--- src/hw/ivg_pkg.sv ---
// Package with register map, field positions and vector codes of the interrupt vector generator
package ivg_pkg;
	localparam logic [3:0] IVG_MODE_ADDR = 4'h0;
	localparam logic [3:0] IVG_ACKDEC_ADDR = 4'h4;
	localparam logic [3:0] IVG_STATUS_ADDR = 4'h8;
	localparam logic [15:0] IVG_MODE_RESET = 16'h0000;
	localparam logic [15:0] IVG_MODE_WMASK = 16'hf7e0;
	localparam logic [2:0] IVG_ACKDEC_RESET = 3'h0;
	localparam int IVG_PIN_MODE_BIT = 15;
	localparam int IVG_L7_VSRC_BIT = 14;
	localparam int IVG_L6_VSRC_BIT = 13;
	localparam int IVG_L1_VSRC_BIT = 12;
	localparam int IVG_L7_TRIG_BIT = 10;
	localparam int IVG_L6_TRIG_BIT = 9;
	localparam int IVG_L1_TRIG_BIT = 8;
	localparam int IVG_VB_HI = 7;
	localparam int IVG_VB_LO = 5;
	localparam int IVG_ACKDEC_L7 = 2;
	localparam int IVG_ACKDEC_L6 = 1;
	localparam int IVG_ACKDEC_L1 = 0;
	localparam logic [7:0] IVG_UNINIT_VECTOR = 8'h0f;
	localparam logic [4:0] IVG_CODE_L7 = 5'h17;
	localparam logic [4:0] IVG_CODE_L6 = 5'h16;
	localparam logic [4:0] IVG_CODE_L1 = 5'h11;
	localparam logic [4:0] IVG_CODE_ERROR = 5'h00;
	localparam logic [2:0] IVG_LEVEL_INTERNAL = 3'h4;
	localparam logic [2:0] IVG_LEVEL_NONE = 3'h0;
	localparam logic [2:0] IVG_ENC_NONE = 3'h7;
	localparam logic [2:0] IVG_ENC_UNAVAIL = 3'h3;
	localparam logic [1:0] IVG_RESP_OKAY = 2'h0;
	localparam logic [1:0] IVG_RESP_SLVERR = 2'h2;
endpackage

--- src/hw/ivg_vector_gen.sv ---
// Interrupt vector generation and global mode register with an AXI4-Lite slave
// Function
// - Pending external and unmasked internal requests reach the core by priority level.
// - Internal acknowledge returns vector of highest pending unmasked internal source.
// - Internal vectoring selectable for external levels 1, 6, 7 in both pin modes.
// - Transfer acknowledge is driven whenever this block supplies the vector.
// - Fifteen internal sources (bits 15 to 1) have fixed priority inside level 4.
// - Per-level acknowledge decode outputs for 7, 6, 1 when enabled, else pins free.
// - Autovector overrides bus vector; never asserted in level 4 acknowledge.
// - Internal vector is base field in top three bits plus five-bit source code.
// - External levels 7, 6, 1 use codes 10111, 10110, 10001; others none.
// - Internal sources use descending codes 01111 down to 00001 by priority.
// - Level 4 acknowledge with nothing pending returns error code 00000.
// - Global mode register clears to zero only on total system reset.
// - Vector 0F is returned until the vector base field has been written.
// - Bit 15 selects encoded priority inputs or dedicated level 7/6/1 requests.
// - Bit 14 clear: level 7 vector supplied here; set: not supplied.
// - Bit 13 clear: level 6 vector supplied here; set: left to external device.
// - Bit 12 clear: level 1 vector supplied here; set: not supplied.
// - Dedicated trigger bits: clear means low level pends, set means falling edge.
`timescale 1ns/1ps
`default_nettype none
module ivg_vector_gen
	import ivg_pkg::*;
(
	input wire logic aclk,
	input wire logic aresetn,
	input wire logic [3:0] s_axi_awaddr,
	input wire logic [2:0] s_axi_awprot,
	input wire logic s_axi_awvalid,
	output logic s_axi_awready,
	input wire logic [31:0] s_axi_wdata,
	input wire logic [3:0] s_axi_wstrb,
	input wire logic s_axi_wvalid,
	output logic s_axi_wready,
	output logic [1:0] s_axi_bresp,
	output logic s_axi_bvalid,
	input wire logic s_axi_bready,
	input wire logic [3:0] s_axi_araddr,
	input wire logic [2:0] s_axi_arprot,
	input wire logic s_axi_arvalid,
	output logic s_axi_arready,
	output logic [31:0] s_axi_rdata,
	output logic [1:0] s_axi_rresp,
	output logic s_axi_rvalid,
	input wire logic s_axi_rready,
	input wire logic [2:0] encoded_priority_inputs_n,
	input wire logic level7_request_in_n,
	input wire logic level6_request_in_n,
	input wire logic level1_request_in_n,
	input wire logic [15:1] internal_request_pending,
	input wire logic [15:1] internal_request_enable,
	output logic [2:0] core_request_level,
	input wire logic iack_active,
	input wire logic [2:0] iack_level,
	output logic [7:0] vector_data,
	output logic vector_data_oe,
	output logic transfer_acknowledge_out,
	output logic transfer_acknowledge_oe,
	output logic level7_ack_decode_n,
	output logic level6_ack_decode_n,
	output logic level1_ack_decode_n,
	output logic [2:0] ack_decode_oe,
	output logic internal_ack_pulse,
	output logic [3:0] internal_ack_source
);

	logic [15:0] global_interrupt_mode_reg;
	logic [2:0] ack_decode_enable_reg;
	logic vector_base_written_reg;
	logic [2:0] enc_meta_reg;
	logic [2:0] enc_sync_reg;
	logic [2:0] ded_meta_reg;
	logic [2:0] ded_sync_reg;
	logic [2:0] ded_prev_reg;
	logic [2:0] edge_pend_reg;
	logic [2:0] ded_pend;
	logic [2:0] ext_level;
	logic [2:0] present_level;
	logic [15:1] int_active;
	logic [4:0] int_code;
	logic int_any;
	logic iack_prev_reg;
	logic iack_start;
	logic supply;
	logic [4:0] low_code;
	logic [7:0] vector_next;
	logic [2:0] ackdec_reg;
	logic wr_fire;
	logic rd_fire;
	logic [31:0] rdata_next;
	logic rd_hit;
	logic wr_hit_mode;
	logic wr_hit_ackdec;
	logic mode_dedicated;

	assign mode_dedicated = global_interrupt_mode_reg[IVG_PIN_MODE_BIT];

	// Pins are asynchronous to aclk; only the second stage feeds logic
	always_ff @(posedge aclk) begin
		if (!aresetn) begin
			enc_meta_reg <= IVG_ENC_NONE;
			enc_sync_reg <= IVG_ENC_NONE;
			ded_meta_reg <= 3'h7;
			ded_sync_reg <= 3'h7;
		end else begin
			enc_meta_reg <= encoded_priority_inputs_n;
			enc_sync_reg <= enc_meta_reg;
			ded_meta_reg <= {level7_request_in_n, level6_request_in_n, level1_request_in_n};
			ded_sync_reg <= ded_meta_reg;
		end
	end

	// Edge capture for dedicated requests; cleared when that level is acknowledged
	always_ff @(posedge aclk) begin
		if (!aresetn) begin
			ded_prev_reg <= 3'h7;
			edge_pend_reg <= 3'h0;
		end else begin
			ded_prev_reg <= ded_sync_reg;
			for (int i = 0; i < 3; i++) begin
				if (ded_prev_reg[i] && !ded_sync_reg[i])
					edge_pend_reg[i] <= 1'b1;
				else if (iack_start && iack_level == (i == 2 ? 3'h7 : (i == 1 ? 3'h6 : 3'h1)))
					edge_pend_reg[i] <= 1'b0;
			end
		end
	end

	always_comb begin
		// Level trigger follows the synced pin; edge trigger holds until that level is acknowledged
		ded_pend[2] = global_interrupt_mode_reg[IVG_L7_TRIG_BIT] ? edge_pend_reg[2] : !ded_sync_reg[2];
		ded_pend[1] = global_interrupt_mode_reg[IVG_L6_TRIG_BIT] ? edge_pend_reg[1] : !ded_sync_reg[1];
		ded_pend[0] = global_interrupt_mode_reg[IVG_L1_TRIG_BIT] ? edge_pend_reg[0] : !ded_sync_reg[0];
	end

	// Encoded inputs: 000 is level 7 down to 110 as level 1; level 4 is not offered to pins
	always_comb begin
		ext_level = IVG_LEVEL_NONE;
		if (mode_dedicated) begin
			if (ded_pend[2])
				ext_level = 3'h7;
			else if (ded_pend[1])
				ext_level = 3'h6;
			else if (ded_pend[0])
				ext_level = 3'h1;
		end else if (enc_sync_reg != IVG_ENC_NONE && enc_sync_reg != IVG_ENC_UNAVAIL) begin
			ext_level = 3'h7 - enc_sync_reg;
		end
	end

	// Source bit index equals its five-bit code, so the highest set bit gives the code
	assign int_active = internal_request_pending & internal_request_enable;
	always_comb begin
		int_code = IVG_CODE_ERROR;
		for (int i = 1; i <= 15; i++) begin
			if (int_active[i])
				int_code = 5'(i);
		end
	end
	assign int_any = |int_active;

	always_comb begin
		present_level = ext_level;
		if (int_any && ext_level < IVG_LEVEL_INTERNAL)
			present_level = IVG_LEVEL_INTERNAL;
	end

	always_ff @(posedge aclk) begin
		if (!aresetn)
			core_request_level <= IVG_LEVEL_NONE;
		else
			core_request_level <= present_level;
	end

	assign iack_start = iack_active && !iack_prev_reg;

	always_comb begin
		supply = 1'b0;
		low_code = IVG_CODE_ERROR;
		// Levels 5, 3 and 2 never get a vector here; the peripheral or the autovector answers
		unique case (iack_level)
			3'h7: begin
				supply = !global_interrupt_mode_reg[IVG_L7_VSRC_BIT];
				low_code = IVG_CODE_L7;
			end
			3'h6: begin
				supply = !global_interrupt_mode_reg[IVG_L6_VSRC_BIT];
				low_code = IVG_CODE_L6;
			end
			3'h4: begin
				supply = 1'b1;
				low_code = int_code;
			end
			3'h1: begin
				supply = !global_interrupt_mode_reg[IVG_L1_VSRC_BIT];
				low_code = IVG_CODE_L1;
			end
			default: begin
				supply = 1'b0;
				low_code = IVG_CODE_ERROR;
			end
		endcase
	end

	always_comb begin
		// Base bits are not trusted until byte 0 of the mode register has been written once
		if (vector_base_written_reg)
			vector_next = {global_interrupt_mode_reg[IVG_VB_HI:IVG_VB_LO], low_code};
		else
			vector_next = IVG_UNINIT_VECTOR;
	end

	// Vector is frozen at the start of the cycle so a late pending change cannot tear it
	always_ff @(posedge aclk) begin
		if (!aresetn) begin
			iack_prev_reg <= 1'b0;
			vector_data <= 8'h00;
			vector_data_oe <= 1'b0;
			transfer_acknowledge_out <= 1'b0;
			transfer_acknowledge_oe <= 1'b0;
		end else begin
			iack_prev_reg <= iack_active;
			if (!iack_active) begin
				vector_data <= 8'h00;
				vector_data_oe <= 1'b0;
				transfer_acknowledge_out <= 1'b0;
				transfer_acknowledge_oe <= 1'b0;
			end else if (iack_start && supply) begin
				vector_data <= vector_next;
				vector_data_oe <= 1'b1;
				transfer_acknowledge_out <= 1'b1;
				transfer_acknowledge_oe <= 1'b1;
			end
		end
	end

	// Pulse lets pending and in-service logic elsewhere clear or set the taken source
	always_ff @(posedge aclk) begin
		if (!aresetn) begin
			internal_ack_pulse <= 1'b0;
			internal_ack_source <= 4'h0;
		end else begin
			internal_ack_pulse <= iack_start && iack_level == IVG_LEVEL_INTERNAL && int_any;
			if (iack_start && iack_level == IVG_LEVEL_INTERNAL)
				internal_ack_source <= int_code[3:0];
		end
	end

	// Autovector is the core's business; no level 4 filter is needed here
	always_ff @(posedge aclk) begin
		if (!aresetn) begin
			ackdec_reg <= 3'h0;
		end else begin
			ackdec_reg[2] <= iack_active && iack_level == 3'h7;
			ackdec_reg[1] <= iack_active && iack_level == 3'h6;
			ackdec_reg[0] <= iack_active && iack_level == 3'h1;
		end
	end

	assign level7_ack_decode_n = !(ackdec_reg[2] && ack_decode_enable_reg[IVG_ACKDEC_L7]);
	assign level6_ack_decode_n = !(ackdec_reg[1] && ack_decode_enable_reg[IVG_ACKDEC_L6]);
	assign level1_ack_decode_n = !(ackdec_reg[0] && ack_decode_enable_reg[IVG_ACKDEC_L1]);
	assign ack_decode_oe = ack_decode_enable_reg;

	// Write address and data are taken together; one write in flight at a time
	assign s_axi_awready = s_axi_awvalid && s_axi_wvalid && !s_axi_bvalid;
	assign s_axi_wready = s_axi_awready;
	assign wr_fire = s_axi_awready;
	assign wr_hit_mode = s_axi_awaddr == IVG_MODE_ADDR;
	assign wr_hit_ackdec = s_axi_awaddr == IVG_ACKDEC_ADDR;

	always_ff @(posedge aclk) begin
		if (!aresetn) begin
			global_interrupt_mode_reg <= IVG_MODE_RESET;
			vector_base_written_reg <= 1'b0;
		end else if (wr_fire && wr_hit_mode) begin
			// A write to byte lane 1 alone leaves the base field unwritten
			if (s_axi_wstrb[0]) begin
				global_interrupt_mode_reg[7:0] <= s_axi_wdata[7:0] & IVG_MODE_WMASK[7:0];
				vector_base_written_reg <= 1'b1;
			end
			if (s_axi_wstrb[1])
				global_interrupt_mode_reg[15:8] <= s_axi_wdata[15:8] & IVG_MODE_WMASK[15:8];
		end
	end

	always_ff @(posedge aclk) begin
		if (!aresetn)
			ack_decode_enable_reg <= IVG_ACKDEC_RESET;
		else if (wr_fire && wr_hit_ackdec && s_axi_wstrb[0])
			ack_decode_enable_reg <= s_axi_wdata[2:0];
	end

	always_ff @(posedge aclk) begin
		if (!aresetn) begin
			s_axi_bvalid <= 1'b0;
			s_axi_bresp <= IVG_RESP_OKAY;
		end else if (wr_fire) begin
			s_axi_bvalid <= 1'b1;
			s_axi_bresp <= (wr_hit_mode || wr_hit_ackdec) ? IVG_RESP_OKAY : IVG_RESP_SLVERR;
		end else if (s_axi_bready) begin
			s_axi_bvalid <= 1'b0;
		end
	end

	// One read in flight: a new address is refused while read data waits
	assign s_axi_arready = !s_axi_rvalid;
	assign rd_fire = s_axi_arvalid && s_axi_arready;

	always_comb begin
		rdata_next = 32'h0000_0000;
		rd_hit = 1'b1;
		// Unmapped reads return zero data with a slave error
		unique case (s_axi_araddr)
			IVG_MODE_ADDR: rdata_next = {16'h0000, global_interrupt_mode_reg};
			IVG_ACKDEC_ADDR: rdata_next = {29'h0000_0000, ack_decode_enable_reg};
			IVG_STATUS_ADDR: rdata_next = {20'h0_0000, vector_base_written_reg, edge_pend_reg,
				1'b0, ext_level, 1'b0, core_request_level};
			default: rd_hit = 1'b0;
		endcase
	end

	always_ff @(posedge aclk) begin
		if (!aresetn) begin
			s_axi_rvalid <= 1'b0;
			s_axi_rdata <= 32'h0000_0000;
			s_axi_rresp <= IVG_RESP_OKAY;
		end else if (rd_fire) begin
			s_axi_rvalid <= 1'b1;
			s_axi_rdata <= rdata_next;
			s_axi_rresp <= rd_hit ? IVG_RESP_OKAY : IVG_RESP_SLVERR;
		end else if (s_axi_rready) begin
			s_axi_rvalid <= 1'b0;
		end
	end

endmodule
`default_nettype wire

--- config.mk ---
export PLATFORM = sky130hd
export DESIGN_NAME = ivg_vector_gen
export DESIGN_NICKNAME = d
export VERILOG_FILES = /design/src/hw/ivg_pkg.sv /design/src/hw/ivg_vector_gen.sv
export SDC_FILE = /design/constraint.sdc
export NUM_CORES = 1
export LEC_CHECK = 0
export BUFFER_PORTS_ARGS = -buffer_cell sky130_fd_sc_hd__buf_2
export CORE_UTILIZATION = 45
export DETAILED_ROUTE_END_ITERATION = 10
export PLACE_DENSITY = 0.79
export SYNTH_ARGS = -nofsm -noshare
export SYNTH_HDL_FRONTEND = slang
export SYNTH_SLANG_ARGS = --single-unit
--- constraint.sdc ---
create_clock -name aclk -period 1.7 [get_ports aclk]
set_input_delay 0.34 -clock aclk [delete_from_list [all_inputs] [get_ports aclk]]
set_output_delay 0.34 -clock aclk [all_outputs]
set_load 0.05 [all_outputs]
==> flow_summary.json <==
{
  "netlist_area_um2": 3190,
  "drtAntennaViolNets": 0,
  "root_buffer": "clkbuf_8",
  "syn_inst": 341,
  "async_reset_ff_share_pct": 0,
  "diodes": 0,
  "hold_class": "primary input to register",
  "ys_warn_count": 0,
  "worstPathArrival_ns": 1.25,
  "die_w_um": 86.2,
  "drt_iter0_drc": 85,
  "finalInstanceArea_um2": 4170,
  "worst_pin_slew_ns": 0.505,
  "slowest_stage": "dfxtp_1",
  "io_buffers": 116,
  "numCtsBuffers": 9,
  "yosys.area.top_type": "dfxtp_1",
  "drt_first_pass_iters": 4,
  "areaGrowthSynthToFinish_pct": 30.7,
  "wl_per_cell_um": 13.1,
  "crit_type": "register to output port",
  "period_share_pct": 93.4,
  "p_switching_uw": 997,
  "leakagePower_uw": 0.00196,
  "die-area_um2": 7430,
  "setup_viol": 0,
  "vias": 2918,
  "clock_path_buffers": 2,
  "route.detailed.drc": 0,
  "grt_usage_pct": 21.2,
  "hold_buffers": 0,
  "cp_slowest_stage_delay_ns": 0.32,
  "powerDensity_nw_per_um2": 870,
  "nNetsFinal": 575,
  "ys_ff_latch": 72,
  "placed_cell_area_um2": 3950,
  "cap_violations": 0,
  "seq_area_frac_synth_pct": 45.2,
  "fmax_mhz": 630,
  "critPathRequiredTime_ns": 1.36,
  "via_per_inst": 5.04,
  "clk_pin_slew_ns": 0.08,
  "die_h_um": 86.2,
  "clk_latency_ns": 0.34,
  "synth_top_area_share_pct": 45.2,
  "internal_power_uw": 2630,
  "ir_worst_vdd_mv": 0.580,
  "crit_path_max_fanout": 3,
  "start_kind": "register",
  "drive_gt1_share_pct": 35.6,
  "seq_power_share_pct": 48.2,
  "slew_violations": 0,
  "antenna_found_initial": 0,
  "hold_viol": 0,
  "gp_congestion": 0.819,
  "grt_pass1_wl_mm": 12.3,
  "endpoint_kind": "output port",
  "synth_edf_count": 0,
  "post-route-min-period_ns": 1.59,
  "swShare_pct": 27.5,
  "dp_hpwl_mm": 5.89,
  "num_io_pins": 163,
  "whs_ns": 0.178,
  "cts_tree": "done",
  "slew_headroom_pct": 66.2,
  "gr-total-overflow": 0,
  "grt_max_degree": 33,
  "synth_flop_cell": "dfxtp_1",
  "clockPowerShare_pct": 36.4,
  "synth_area_leaders": "dfxtp_1 (45%), nor2b_1 (5.3%), buf_4 (5.2%)",
  "status": "completed",
  "clock-sinks": 72,
  "cp_cell_sequence": "nand3b_1, inv_1, buf_2",
  "combPwrFrac_pct": 15.5,
  "rows": 30,
  "finalWirelength_mm": 7.61,
  "htreeDepth": 3,
  "ys_types": 45,
  "largest_reg_flops": 15,
  "rsz0062_at_grt": "no",
  "fp.coreArea_um2": 6830,
  "clock_skew_ns": 0.00805,
  "initial_core_util_pct": 46.7,
  "grt_pass1_vias": 2725,
  "syn_area_per_cell_um2": 9.36
}
-- cell usage after synthesis (3+ instances only) --
| library cell | n |
|---|---|
| o211ai_1 | 3 |
| clkbuf_1 | 8 |
| buf_4 | 22 |
| nand2_1 | 34 |
| dfxtp_1 | 72 |
| a22oi_1 | 9 |
| buf_2 | 3 |
| o21ai_0 | 8 |
| a22o_1 | 9 |
| a21oi_1 | 12 |
| inv_1 | 7 |
| nand3b_1 | 4 |
| nor2b_1 | 27 |
| a21boi_0 | 13 |
| nand3_1 | 15 |
| nand2b_1 | 23 |
| a31oi_1 | 3 |
| mux2i_1 | 16 |
| o211a_1 | 6 |
| o22ai_1 | 3 |
| nor2_1 | 13 |
-- final cells by class --
class	count	area [um2]
well taps	96	120
fillers	605	2660
inverters	8	33.8
repair buffers	142	796
clock inverters	6	58.8
flip-flops and latches	72	1450
clock buffers	10	138
multi-input cells	245	1580
-- worst max-delay path: cells and delay by family (launching register included) --
| family | cells | cell delay (ns) |
|---|---|---|
| DFF | 1 | 0.32 |
| buffers and inverters | 2 | 0.38 |
| and+or+nand+nor | 1 | 0.20 |
-- cell usage in the layout, fill, tap and decap left out, types with 13 or more instances in the layout --
cell        n
dfxtp_1    70
nand3_1    15
a21boi_0   13
nand2b_1   23
buf_2     116
nor2b_1    27
buf_4      23
mux2i_1    16
nand2_1    33
conb_1     19
-- through the flow --
stage | cells | TNS, ns | setup WS (ns) | total power, uW | utilization (%)
after global placement | 562 | -0.385 | -0.0944 | 2330 | 57.9
after CTS | 578 | 0 | 0.0276 | 3650 | 60.8
after detailed placement | 562 | -1.15 | -0.172 | 2340 | 57.9
after global routing | 579 | 0 | 0.0477 | 3770 | 61.0
final | 579 | 0 | 0.113 | 3630 | 61.0
after floorplan | 359 | -0.0178 | -0.0178 | 2160 | -
-- cell families after synthesis --
group | Yosys count | share of synthesized area, %
multiplexers | 16 | 5.02
XOR/XNOR | 1 | 0.275
AND/OR/NAND/NOR | 129 | 21.8
buffers and inverters | 42 | 7.88
other | 1 | 0.118
AO/OA/AOI/OAI | 80 | 19.7
flip-flops | 72 | 45.2
-- metal layers --
layer | routed length [um] | up-vias | global-route usage (%) | part of all wire (%)
li1 | - | 1442 | - | -
met1 | 3360 | 1339 | 25.6 | 44
met2 | 3610 | 121 | 36.3 | 47
met3 | 467 | 16 | 4.29 | 6.1
met4 | 166 | 0 | 10.3 | 2.2
met5 | 0 | - | 0 | 0
-- path summary, 6_finish.rpt --
kind	depth (start not counted)	end	startpoint	slack (ns)
worst max-delay path	3	s_axi_awready	s_axi_bvalid	0.11
worst max register to register	5	vector_data[7]	global_interrupt_mode_reg[12]	0.12
worst min register to register	1	enc_sync_reg[1]	enc_meta_reg[1]	0.41
worst min-delay path	2	ded_meta_reg[2]	level7_request_in_n	0.18
-- power groups by stage --
stage / combinational (uW) / clock (uW) / sequential, uW
after floorplan: 327 / 0 / 1840
after global placement: 540 / 0 / 1780
after detailed placement: 553 / 0 / 1790
after CTS: 555 / 1350 / 1750
after global routing: 603 / 1420 / 1750
final: 561 / 1320 / 1750
-- repair_timing --
item	4_1_cts	5_1_grt
setup buffers	0	1
resized for setup	0	5
setup endpoints to repair	0	4
(Power assumes the default switching activity.)
